==> src/verilog/irq_pending_threshold_cfg_consts.svh <==
// Constants for the pending/threshold/keyed-config block
`ifndef IRQ_PENDING_THRESHOLD_CFG_CONSTS_SVH
`define IRQ_PENDING_THRESHOLD_CFG_CONSTS_SVH
`define OFF_PEND_LOW 8'h20
`define OFF_PEND_HIGH 8'h24
`define OFF_THRESH 8'h40
`define OFF_CFG 8'h48
`define OFF_CTRL_WORD 8'h50
`define OFF_EVT_STAT 8'h54
`define OFF_EVT_MASK 8'h58
`define PEND_LOW_MASK 32'hffff500c
`define PEND_HIGH_MASK 32'h0000007f
`define THRESH_KEEP_MASK 8'hc0
`define KEY_FIRST 16'hfa05
`define KEY_SECOND 16'hbcaf
`define KEY_RESET 16'hbeef
`define CFG_KEY_LSB 16
`define CFG_RESET_BIT 7
`define CTRL_RESET_BIT 31
`define NMI_NUM 2
`define EXC_NUM 3
`define RESP_OKAY 2'h0
`define RESP_SLVERR 2'h2
`define EVT_RESET 0
`define EVT_BADKEY 1
`define EVT_COUNT 2
`define NUM_IRQ 39
`define FIRST_IRQ 2
`define THRESH_OFF 8'h00
`endif

==> src/verilog/irq_types_pkg.sv <==
// Types shared by the block and its bus slave
package irq_types_pkg;
    typedef enum logic [1:0] {
        ST_IDLE = 2'b00,
        ST_RESP = 2'b01
    } chan_state_type;
endpackage : irq_types_pkg

==> src/verilog/reg_access_if.sv <==
// Decoded register access between the bus slave and the block core
interface reg_access_if;
    logic wr_en;
    logic [7:0] wr_addr;
    logic [31:0] wr_data;
    logic [3:0] wr_strb;
    logic wr_err;
    logic rd_en;
    logic [7:0] rd_addr;
    logic [31:0] rd_data;
    logic rd_err;
    modport slave (output wr_en, wr_addr, wr_data, wr_strb, rd_en, rd_addr,
                   input wr_err, rd_data, rd_err);
    modport core (input wr_en, wr_addr, wr_data, wr_strb, rd_en, rd_addr,
                  output wr_err, rd_data, rd_err);
endinterface : reg_access_if

==> src/verilog/axil_slave.sv <==
// AXI4-Lite slave turning bus handshakes into single-cycle register accesses
`include "irq_pending_threshold_cfg_consts.svh"
module axil_slave (
    input wire logic clk_i,
    input wire logic rstn_i,
    input wire logic [7:0] awaddr_i,
    input wire logic awvalid_i,
    output logic awready_o,
    input wire logic [31:0] wdata_i,
    input wire logic [3:0] wstrb_i,
    input wire logic wvalid_i,
    output logic wready_o,
    output logic [1:0] bresp_o,
    output logic bvalid_o,
    input wire logic bready_i,
    input wire logic [7:0] araddr_i,
    input wire logic arvalid_i,
    output logic arready_o,
    output logic [31:0] rdata_o,
    output logic [1:0] rresp_o,
    output logic rvalid_o,
    input wire logic rready_i,
    reg_access_if.slave ra
);
    typedef struct packed {
        logic aw_have;
        logic [7:0] aw_addr;
        logic w_have;
        logic [31:0] w_data;
        logic [3:0] w_strb;
        irq_types_pkg::chan_state_type wst;
        logic [1:0] bresp;
        irq_types_pkg::chan_state_type rst;
        logic [31:0] rdata;
        logic [1:0] rresp;
        logic aw_rdy;
        logic w_rdy;
        logic ar_rdy;
        logic b_vld;
        logic r_vld;
    } slave_state_type;

    slave_state_type s_q, s_d;
    logic do_wr, do_rd;

    // Address and data may arrive in either order; each is held until both exist
    assign awready_o = s_q.aw_rdy;
    assign wready_o = s_q.w_rdy;
    assign arready_o = s_q.ar_rdy;
    assign bvalid_o = s_q.b_vld;
    assign bresp_o = s_q.bresp;
    assign rvalid_o = s_q.r_vld;
    assign rdata_o = s_q.rdata;
    assign rresp_o = s_q.rresp;

    assign do_wr = s_q.aw_have && s_q.w_have && (s_q.wst == irq_types_pkg::ST_IDLE);
    assign do_rd = arvalid_i && arready_o;
    assign ra.wr_en = do_wr;
    assign ra.wr_addr = s_q.aw_addr;
    assign ra.wr_data = s_q.w_data;
    assign ra.wr_strb = s_q.w_strb;
    assign ra.rd_en = do_rd;
    assign ra.rd_addr = araddr_i;

    always_comb begin
        s_d = s_q;
        if (awvalid_i && awready_o) begin
            s_d.aw_have = 1'b1;
            s_d.aw_addr = awaddr_i;
        end
        if (wvalid_i && wready_o) begin
            s_d.w_have = 1'b1;
            s_d.w_data = wdata_i;
            s_d.w_strb = wstrb_i;
        end
        case (s_q.wst)
            irq_types_pkg::ST_IDLE: begin
                if (do_wr) begin
                    s_d.aw_have = 1'b0;
                    s_d.w_have = 1'b0;
                    s_d.bresp = ra.wr_err ? `RESP_SLVERR : `RESP_OKAY;
                    s_d.wst = irq_types_pkg::ST_RESP;
                end
            end
            irq_types_pkg::ST_RESP: begin
                if (bready_i) begin
                    s_d.wst = irq_types_pkg::ST_IDLE;
                end
            end
            default: begin
                s_d.wst = irq_types_pkg::ST_IDLE;
            end
        endcase
        case (s_q.rst)
            irq_types_pkg::ST_IDLE: begin
                if (do_rd) begin
                    s_d.rdata = ra.rd_data;
                    s_d.rresp = ra.rd_err ? `RESP_SLVERR : `RESP_OKAY;
                    s_d.rst = irq_types_pkg::ST_RESP;
                end
            end
            irq_types_pkg::ST_RESP: begin
                if (rready_i) begin
                    s_d.rst = irq_types_pkg::ST_IDLE;
                end
            end
            default: begin
                s_d.rst = irq_types_pkg::ST_IDLE;
            end
        endcase
        // Handshake pins are stored from the next state so they leave flops directly
        s_d.aw_rdy = ~s_d.aw_have && (s_d.wst == irq_types_pkg::ST_IDLE);
        s_d.w_rdy = ~s_d.w_have && (s_d.wst == irq_types_pkg::ST_IDLE);
        s_d.ar_rdy = (s_d.rst == irq_types_pkg::ST_IDLE);
        s_d.b_vld = (s_d.wst == irq_types_pkg::ST_RESP);
        s_d.r_vld = (s_d.rst == irq_types_pkg::ST_RESP);
    end

    always_ff @(posedge clk_i) begin
        if (!rstn_i) begin
            s_q <= '0;
            s_q.aw_rdy <= 1'b1;
            s_q.w_rdy <= 1'b1;
            s_q.ar_rdy <= 1'b1;
        end else begin
            s_q <= s_d;
        end
    end
endmodule : axil_slave

==> src/verilog/irq_pending_threshold_cfg.sv <==
// Pending status, priority threshold and keyed reset-request block
// What this block does
// - Low pending word shows interrupts 2,3,12,14,16-31
// - High pending word shows 32-38, rest zero
// - Priority below threshold gets no service
// - Zero threshold disables filtering entirely
// - Only threshold bits 7:6 store; others zero
// - Key field write-only, always reads zero
// - Three distinct 16-bit keys are recognised
// - Bit 7 with reset key requests reset
// - Control word bit 31 requests reset, no key needed
// - NMI and exception pending settable and clearable
//
// Local design decision: register access over AXI4-Lite.
`include "irq_pending_threshold_cfg_consts.svh"
module irq_pending_threshold_cfg (
    input wire logic clk_i,
    input wire logic rstn_i,
    input wire logic [7:0] awaddr_i,
    input wire logic awvalid_i,
    output logic awready_o,
    input wire logic [31:0] wdata_i,
    input wire logic [3:0] wstrb_i,
    input wire logic wvalid_i,
    output logic wready_o,
    output logic [1:0] bresp_o,
    output logic bvalid_o,
    input wire logic bready_i,
    input wire logic [7:0] araddr_i,
    input wire logic arvalid_i,
    output logic arready_o,
    output logic [31:0] rdata_o,
    output logic [1:0] rresp_o,
    output logic rvalid_o,
    input wire logic rready_i,
    input wire logic [38:0] pending_flag_set_i,
    input wire logic [38:0] pending_flag_clr_i,
    input wire logic [38:0][7:0] irq_priority_i,
    output logic [38:0] eligible_o,
    output logic sys_reset_req_o,
    output logic first_key_seen_o,
    output logic second_key_seen_o,
    output logic irq_o
);
    // ************************************************************
    // State
    // ************************************************************
    typedef struct packed {
        logic [38:0] pending;
        logic [7:0] thresh;
        logic [38:0] eligible;
        logic reset_req;
        logic first_seen;
        logic second_seen;
        logic [1:0] evt_stat;
        logic [1:0] evt_mask;
        logic irq;
    } core_state_type;

    core_state_type c_q, c_d;
    reg_access_if ra ();

    logic [31:0] pend_low_view;
    logic [31:0] pend_high_view;
    logic [31:0] thresh_view;
    logic [31:0] evt_stat_view;
    logic [31:0] evt_mask_view;
    logic [38:0] pend_next;
    logic [38:0] elig_next;
    logic [15:0] wkey;
    logic reset_bit;
    logic key_first_hit;
    logic key_second_hit;
    logic key_reset_hit;
    logic thresh_wr;
    logic cfg_wr;
    logic ctrl_wr;
    logic stat_wr;
    logic mask_wr;
    logic req_cfg;
    logic req_ctrl;
    logic bad_key;
    logic [1:0] evt_set;
    logic [1:0] evt_next;

    axil_slave u_slave (
        .clk_i(clk_i),
        .rstn_i(rstn_i),
        .awaddr_i(awaddr_i),
        .awvalid_i(awvalid_i),
        .awready_o(awready_o),
        .wdata_i(wdata_i),
        .wstrb_i(wstrb_i),
        .wvalid_i(wvalid_i),
        .wready_o(wready_o),
        .bresp_o(bresp_o),
        .bvalid_o(bvalid_o),
        .bready_i(bready_i),
        .araddr_i(araddr_i),
        .arvalid_i(arvalid_i),
        .arready_o(arready_o),
        .rdata_o(rdata_o),
        .rresp_o(rresp_o),
        .rvalid_o(rvalid_o),
        .rready_i(rready_i),
        .ra(ra)
    );

    // ************************************************************
    // Status views
    // ************************************************************
    // low word layout
    assign pend_low_view = {c_q.pending[31:0]} & `PEND_LOW_MASK;
    assign pend_high_view = {25'h0000000, c_q.pending[38:32]} & `PEND_HIGH_MASK;

    assign thresh_view = {24'h000000, c_q.thresh};
    assign evt_stat_view = {30'h00000000, c_q.evt_stat};
    assign evt_mask_view = {30'h00000000, c_q.evt_mask};

    // ************************************************************
    // Write decode
    // ************************************************************
    assign wkey = ra.wr_data[31:`CFG_KEY_LSB];
    assign reset_bit = ra.wr_data[`CFG_RESET_BIT];
    assign key_first_hit = (wkey == `KEY_FIRST);
    assign key_second_hit = (wkey == `KEY_SECOND);
    assign key_reset_hit = (wkey == `KEY_RESET);
    // Strobe honoured only on the byte that holds the threshold
    assign thresh_wr = ra.wr_en && (ra.wr_addr == `OFF_THRESH) && ra.wr_strb[0];
    assign cfg_wr = ra.wr_en && (ra.wr_addr == `OFF_CFG);
    assign ctrl_wr = ra.wr_en && (ra.wr_addr == `OFF_CTRL_WORD);
    assign stat_wr = ra.wr_en && (ra.wr_addr == `OFF_EVT_STAT);
    assign mask_wr = ra.wr_en && (ra.wr_addr == `OFF_EVT_MASK);
    assign req_cfg = cfg_wr && reset_bit && key_reset_hit;
    assign req_ctrl = ctrl_wr && ra.wr_data[`CTRL_RESET_BIT];
    assign bad_key = cfg_wr && reset_bit && !key_reset_hit;

    // ************************************************************
    // Read mux
    // ************************************************************
    always_comb begin
        ra.rd_data = 32'h00000000;
        ra.rd_err = 1'b0;
        case (ra.rd_addr)
            `OFF_PEND_LOW: begin
                ra.rd_data = pend_low_view;
            end
            `OFF_PEND_HIGH: begin
                ra.rd_data = pend_high_view;
            end
            `OFF_THRESH: begin
                ra.rd_data = thresh_view;
            end
            `OFF_CFG: begin
                ra.rd_data = 32'h00000000;
            end
            `OFF_CTRL_WORD: begin
                ra.rd_data = 32'h00000000;
            end
            `OFF_EVT_STAT: begin
                ra.rd_data = evt_stat_view;
            end
            `OFF_EVT_MASK: begin
                ra.rd_data = evt_mask_view;
            end
            default: begin
                ra.rd_err = 1'b1;
            end
        endcase
    end

    always_comb begin
        case (ra.wr_addr)
            `OFF_PEND_LOW, `OFF_PEND_HIGH, `OFF_THRESH, `OFF_CFG, `OFF_CTRL_WORD,
            `OFF_EVT_STAT, `OFF_EVT_MASK: begin
                ra.wr_err = 1'b0;
            end
            default: begin
                ra.wr_err = 1'b1;
            end
        endcase
    end

    // ************************************************************
    // Per-interrupt pending and eligibility
    // ************************************************************
    for (genvar g = 0; g < `NUM_IRQ; g++) begin : g_irq
        if (g < `FIRST_IRQ) begin : g_none
            // Numbers below two do not exist, so they never pend
            assign pend_next[g] = 1'b0;
            assign elig_next[g] = 1'b0;
        end else begin : g_live
            // NMI and exception pend like others, set wins
            assign pend_next[g] = (c_q.pending[g] & ~pending_flag_clr_i[g]) |
                pending_flag_set_i[g];
            assign elig_next[g] = c_q.pending[g] &&
                ((c_q.thresh == `THRESH_OFF) || (irq_priority_i[g] >= c_q.thresh));
        end
    end

    // ************************************************************
    // Event flags
    // ************************************************************
    assign evt_set[`EVT_RESET] = req_cfg || req_ctrl;
    assign evt_set[`EVT_BADKEY] = bad_key;
    for (genvar e = 0; e < `EVT_COUNT; e++) begin : g_evt
        // Set wins over a write-one clear in the same cycle
        assign evt_next[e] = evt_set[e] ||
            (c_q.evt_stat[e] && !(stat_wr && ra.wr_data[e]));
    end

    // ************************************************************
    // Next state
    // ************************************************************
    always_comb begin
        c_d = c_q;
        c_d.pending = pend_next;
        c_d.eligible = elig_next;
        if (thresh_wr) begin
            c_d.thresh = ra.wr_data[7:0] & `THRESH_KEEP_MASK;
        end
        c_d.reset_req = req_cfg || req_ctrl;
        c_d.first_seen = cfg_wr && key_first_hit;
        c_d.second_seen = cfg_wr && key_second_hit;
        if (mask_wr) begin
            c_d.evt_mask = ra.wr_data[1:0];
        end
        c_d.evt_stat = evt_next;
        // Built from the next flags so the level moves in the same cycle as them
        c_d.irq = |(evt_next & c_d.evt_mask);
    end

    always_ff @(posedge clk_i) begin
        if (!rstn_i) begin
            c_q <= '0;
        end else begin
            c_q <= c_d;
        end
    end

    assign eligible_o = c_q.eligible;
    assign sys_reset_req_o = c_q.reset_req;
    assign first_key_seen_o = c_q.first_seen;
    assign second_key_seen_o = c_q.second_seen;
    assign irq_o = c_q.irq;
endmodule : irq_pending_threshold_cfg

==> config.mk <==
export PLATFORM = sky130hd
export DESIGN_NAME = irq_pending_threshold_cfg
export DESIGN_NICKNAME = d
export VERILOG_FILES = /design/src/verilog/irq_types_pkg.sv /design/src/verilog/reg_access_if.sv /design/src/verilog/axil_slave.sv /design/src/verilog/irq_pending_threshold_cfg.sv
export VERILOG_INCLUDE_DIRS = /design/src /design/src/verilog
export SDC_FILE = /design/constraint.sdc
export NUM_CORES = 1
export LEC_CHECK = 0
export BUFFER_PORTS_ARGS = -buffer_cell sky130_fd_sc_hd__buf_2
export CAP_MARGIN = 20
export CORE_AREA = 2 2 209 211
export DETAILED_ROUTE_END_ITERATION = 7
export DIE_AREA = 0 0 211 213
export PLACE_DENSITY_LB_ADDON = 0.15
export SLEW_MARGIN = 20
export SYNTH_ARGS = -nofsm -noshare
export SYNTH_HDL_FRONTEND = slang
export SYNTH_SLANG_ARGS = --single-unit
==> constraint.sdc <==
create_clock -name clk_i -period 2.85 [get_ports clk_i]
set_input_delay 0.285 -clock clk_i [delete_from_list [all_inputs] [get_ports clk_i]]
set_output_delay 0.285 -clock clk_i [all_outputs]
set_load 0.05 [all_outputs]
## Word level (Yosys, flattened, before mapping)

Index checks and enable logic that the tools add are counted.
W data, S select, Z words.

| operators by class | value |
|---|---|
| reduce and logical (&&, ||, !) cells | 113 |
| bitwise gates (word level) | 114 |
| $lt $le $gt $ge | 37 |
| mux-type cells | 16 |
| equal/unequal tests | 21 |

Operators by type and width:

| kind | number |
|---|---|
| $ge A8 B8 Y1 | 37 |
| $pmux W32 S5 | 1 |
| $eq A8 B7 Y1 const B | 10 |
| $logic_and A1 B1 Y1 | 60 |
| $eq A16 B16 Y1 const B | 3 |
| $logic_or A1 B1 Y1 | 40 |
| $not A1 Y1 | 39 |
| $and A1 B1 Y1 | 37 |
| $mux W37 | 1 |
| $or A1 B1 Y1 | 37 |
| $mux W36 | 1 |
| $eq A8 B6 Y1 const B | 4 |
| $reduce_or A7 Y1 | 2 |
| $mux W2 | 5 |
| $mux W9 | 1 |
| $eq A2 B1 Y1 const B | 4 |
| $logic_not A2 Y1 | 4 |
| $logic_not A8 Y1 | 1 |
| $pmux W2 S2 | 2 |
| $mux W1 | 4 |
| $mux W4 | 1 |
| $reduce_and A2 Y1 | 2 |
| $logic_not A1 Y1 | 3 |
| $and A2 B2 Y2 | 1 |
| $reduce_or A2 Y1 | 1 |

| storage, ports and cells | value |
|---|---|
| register bits | 177 |
| output and inout bits | 84 |

## Logic depth before layout (Yosys ltp)

| depth | value |
|---|---|
| depth in word-level cells | 9 |
| gate-level depth with buffers | 6 |
| mapped depth without buffers | 6 |

## Cells and area by module

A second synthesis with hierarchy kept.

| unflattened totals | value |
|---|---|
| cell total of the unflattened synthesis | 1102 |
| area total of the unflattened synthesis | 9613.0 µm² |

By module, submodules not included:

| module | times used | area an instance (µm²) | cells each | seq. area each (µm²) |
|---|---|---|---|---|
| irq_pending_threshold_cfg | 1 | 5460.2 | 642 | 1681.6 |
| axil_slave | 1 | 4152.7 | 460 | 1781.7 |

## Worst setup path before layout

No wires, ideal clock.

| timing path | value |
|---|---|
| path type | flip-flop to flip-flop |
| start point | reg c_q[53] in the netlist's numbering |
| end point | reg c_q, in the netlist eligible_o[16] |
| data arrival time | 2.207 ns |
| data required time | 2.785 ns |
| library setup time | 0.065 ns |
| setup slack | 0.578 ns |
| cell stages (with the launch flop) | 6 |
| path through | dfxtp_1 -> ha_1 -> or4b_2 -> o41ai_1 -> a211oi_1 -> nor2_1 |

| between the ends | value |
|---|---|
| word-level cells in the longest chain between the ends | 3 |
| elaborated cells on any way between the ends | 4 |
| classes of those cells | 1 x order compare; 3 x reduce/logical |

RTL lines:

| what | RTL line | RTL |
|---|---|---|
| start: declaration | irq_pending_threshold_cfg.sv:60 | `core_state_type c_q, c_d;` |
| start signal: assignment | irq_pending_threshold_cfg.sv:235 | `c_q <= '0;` |
| start signal: assignment | irq_pending_threshold_cfg.sv:237 | `c_q <= c_d;` |
| $ge A8 B8 Y1 / $logic_not A8 Y1 (equally long branches) | -- |  |
| $logic_or A1 B1 Y1 (*) | irq_pending_threshold_cfg.sv:197 | `` ((c_q.thresh == `THRESH_OFF) \|\| (irq_priority_i[g] >= c_q.thresh)); `` |
| $logic_and A1 B1 Y1 (*) | irq_pending_threshold_cfg.sv:196 | `assign elig_next[g] = c_q.pending[g] &&` |

Every way passes the cells marked *; elsewhere a longest branch is shown, timed or not.
A chain may end at the register's enable or synchronous reset.

## Final worst setup path

| timing path | value |
|---|---|
| start point | reg c_q[53] in the netlist's numbering |
| end point | reg c_q, in the netlist eligible_o[18] |

The elaborated chain is that of the path after synthesis.

==> metrics.yaml <==
status: "finished, final reports clean"
ir_drop_mv: 0.372
io_buffers: 487
power_density_mw_per_mm2: 505
clockPowerShare: 0.458
clkLatencyLatePin_ns: 0.44
path_clk_slew_ns: 0.07
ioPinCount: 533
cts_tree: "done"
whs_ns: 0.0493
critPathLaunchType: "register"
path_class: "reg -> reg"
die_x_um: 211
synth_warnings: 0
grt_max_degree: 58
clock-sinks: 152
grt-ovfl-total: 0
synth_simple_gate_area_frac: 0.203
core-area_mm2: 0.0427
hpwl_um: 24300
clock_path_buffers: 2
grt_pass1_vias: 7963
netlist_area_mm2: 0.00794
hold_class: "in -> reg"
drive_above_1_share: 0.429
synth_cell_type_count: 51
period_share: 0.775
num_vias: 7814
switching_power_mw: 1.50
crit_fanout: 39
pwr-share-comb: 0.137
cts_root_buffer: "clkbuf_16"
grt_setup_unrepaired: "no"
required_ns: 3.22
min_period_ns: 2.21
yosys.area_share.xor_xnor: 0.00110
grt_util_all_layers: 0.132
arrival_ns: 2.58
via_per_inst: 4.11
muxShareOfSynthArea: 0.00804
yosysTopAreaCell: "dfxtp_1"
leakage_nw: 5.43
dominantRegCellSynth: "dfxtp_1"
avgSynthCellArea_um2: 8.61
synthTopCellsByArea: "dfxtp_1, ha_1, buf_4"
r2r-end: "eligible_o[18]"
slowest_delay_ns: 0.58
grt_pass1_wl_um: 44800
crit_path_top_delay_cell: "or4b_2"
relSlewSlack: 0.334
dieHeight_um: 213
cts_setup_buffers: 0
path_cells: "buf_12 > ha_1 > or4b_2 > o41ai_1 > a211oi_1 > nor2_1"
drc: 0
wl_per_cell_um: 15.9
maxCapViolations: 0
dr.pass1.iters: 6
drt_wl_total_um: 30300
gp_congestion: 0.769
rr_startpoint: "c_q[53]"
worst_pin_slew_ns: 0.998
fin_skew_ns: 0.00911
cts_buffers: 17
ff2ff_setup_slack_ns: 0.64
synthTopCellsByCount: "dfxtp_1, nor2_1, nand2_1, inv_1, buf_4"
synth_top_family_by_area: "simple AND/OR/NAND/NOR gates"
synth_cells: 922
synth_top_cell_area_share: 0.383
finalSetupTns_ns: 0
dr.first_iter.drc_count: 254
start_util: 0.186
path_delay_family: "simple AND/OR/NAND/NOR gates"
crit_buf_inv: 1
endpoint_kind: "register"
min_to: "c_q[87]"
intPower_mw: 4.15
area_growth_pct: 41.1
setup_viol_count_final: 0
drt.antenna.violating_nets: 0
async_flop_share: 0
synth_edf_count: 0
layoutNonFillerInstCount: 1902
seq_area_frac_synth: 0.383
postLayoutSetupSlackWorst_ns: 0.642
ys_seq_elements: 152
synth_fa_ha_area_frac: 0.117
power.share.switching: 0.266
drv_slew: 0
antenna_found_initial: 8
fp.dieArea_mm2: 0.0449
dp.cells: 1867
yosysMostFrequentCell: "dfxtp_1"
htree_levels: 4
place_ws_ns: 0.660
postCtsHoldBufs: 0
hp-start: "pending_flag_set_i[32]"
holdPathStages: 3
synth_compound_area_frac: 0.160
rows: 76
power.share.sequential: 0.405
clock.fmax_ghz: 0.453
fillCellCount: 4701
r2r_cells: 6
cts_resized: 0
fin_nets: 1863
finalHoldViolCount: 0
[routing by layer]
layer  part of all wire  wire, um  vias up  track usage
met1               0.40     12300     3562        0.146
met3              0.063      1910       22       0.0419
li1                   -         -     4003            -
met5             0.0018        55        -            0
met2               0.52     15800      219        0.246
met4             0.0085       259        8       0.0282
[worst max path at each step]
stage,start,to,slack [ns],cells after the start
CTS,c_q[53],eligible_o[18],0.64,6
floorplan,c_q[53],eligible_o[16],0.58,5
detailed placement,c_q[53],eligible_o[16],0.66,6
global placement,c_q[53],eligible_o[7],0.66,6
finish,c_q[53],eligible_o[18],0.64,6
global route,c_q[53],eligible_o[18],0.47,6
[metrics by stage]
| step | total power, mW | utilization | area [um^2] |
|---|---|---|---|
| floorplan | 2.76 | - | 7980 |
| global placement | 3.11 | 0.247 | 10500 |
| detailed placement | 3.13 | 0.247 | 10500 |
| CTS | 5.78 | 0.262 | 11200 |
| global route | 5.96 | 0.262 | 11200 |
| finish | 5.66 | 0.262 | 11200 |
[logic make-up (layout without fill, tap and decap cells)]
logic type,after synthesis,in the layout
adders and majority gates,74,74
AOI/OAI and AO/OA,187,187
xor gates and xnor gates,1,1
other,1,15
DFF,152,152
buffers and inverters,191,611
muxes,6,6
and+or+nand+nor,310,310
[flip-flops by register name (all words and copies together), names as in the netlist, 6 cells and up]
name,cells
u_slave.s_q,6
u_slave.rdata_o,26
eligible_o,37
u_slave.ra.wr_addr,8
u_slave.ra.wr_data,20
c_q,43
[cells in the final DEF, fill, tap and decap left out, types with 4 or more instances in the layout]
master and count:
buf_2 487, dfxtp_1 151, nor2_1 113, nand2_1 106
inv_1 80, a21oi_1 74, ha_1 74, o41ai_1 38
a211oi_1 38, or4b_2 37, a22oi_1 21, clkbuf_16 17
conb_1 12, buf_4 7, nand4b_1 6, nor4_1 6
nor3_1 5, bufinv_16 5, o21ai_0 4, nand3_1 4
nor2b_1 4, a32o_1 4, clkinv_4 4
[area by class of cell]
class,count,area (um^2),share of cell area
multi-input combinational,590,3940,0.352
sequential,152,3040,0.272
timing repair buffer,497,2550,0.228
tap,546,683,0.0610
clock buffer,19,443,0.0396
inverter,82,310,0.0277
clock inverter,13,218,0.0194
antenna,3,7.51,0.000670
[worst register-to-register path: stages (launching register included)]
cell      delay, ns
dfxtp_2        0.34
buf_12         0.19
ha_1           0.33
or4b_2         0.58
o41ai_1        0.44
a211oi_1       0.15
nor2_1         0.11
[power groups by stage]
stage | registers [mW] | logic (mW) | clock network, mW
after CTS | 2.29 | 0.790 | 2.70
after global placement | 2.34 | 0.776 | 0
after detailed placement | 2.34 | 0.788 | 0
after global routing | 2.30 | 0.866 | 2.79
final | 2.29 | 0.774 | 2.59
after floorplan | 2.33 | 0.430 | 0
(Power assumes the default switching activity.)
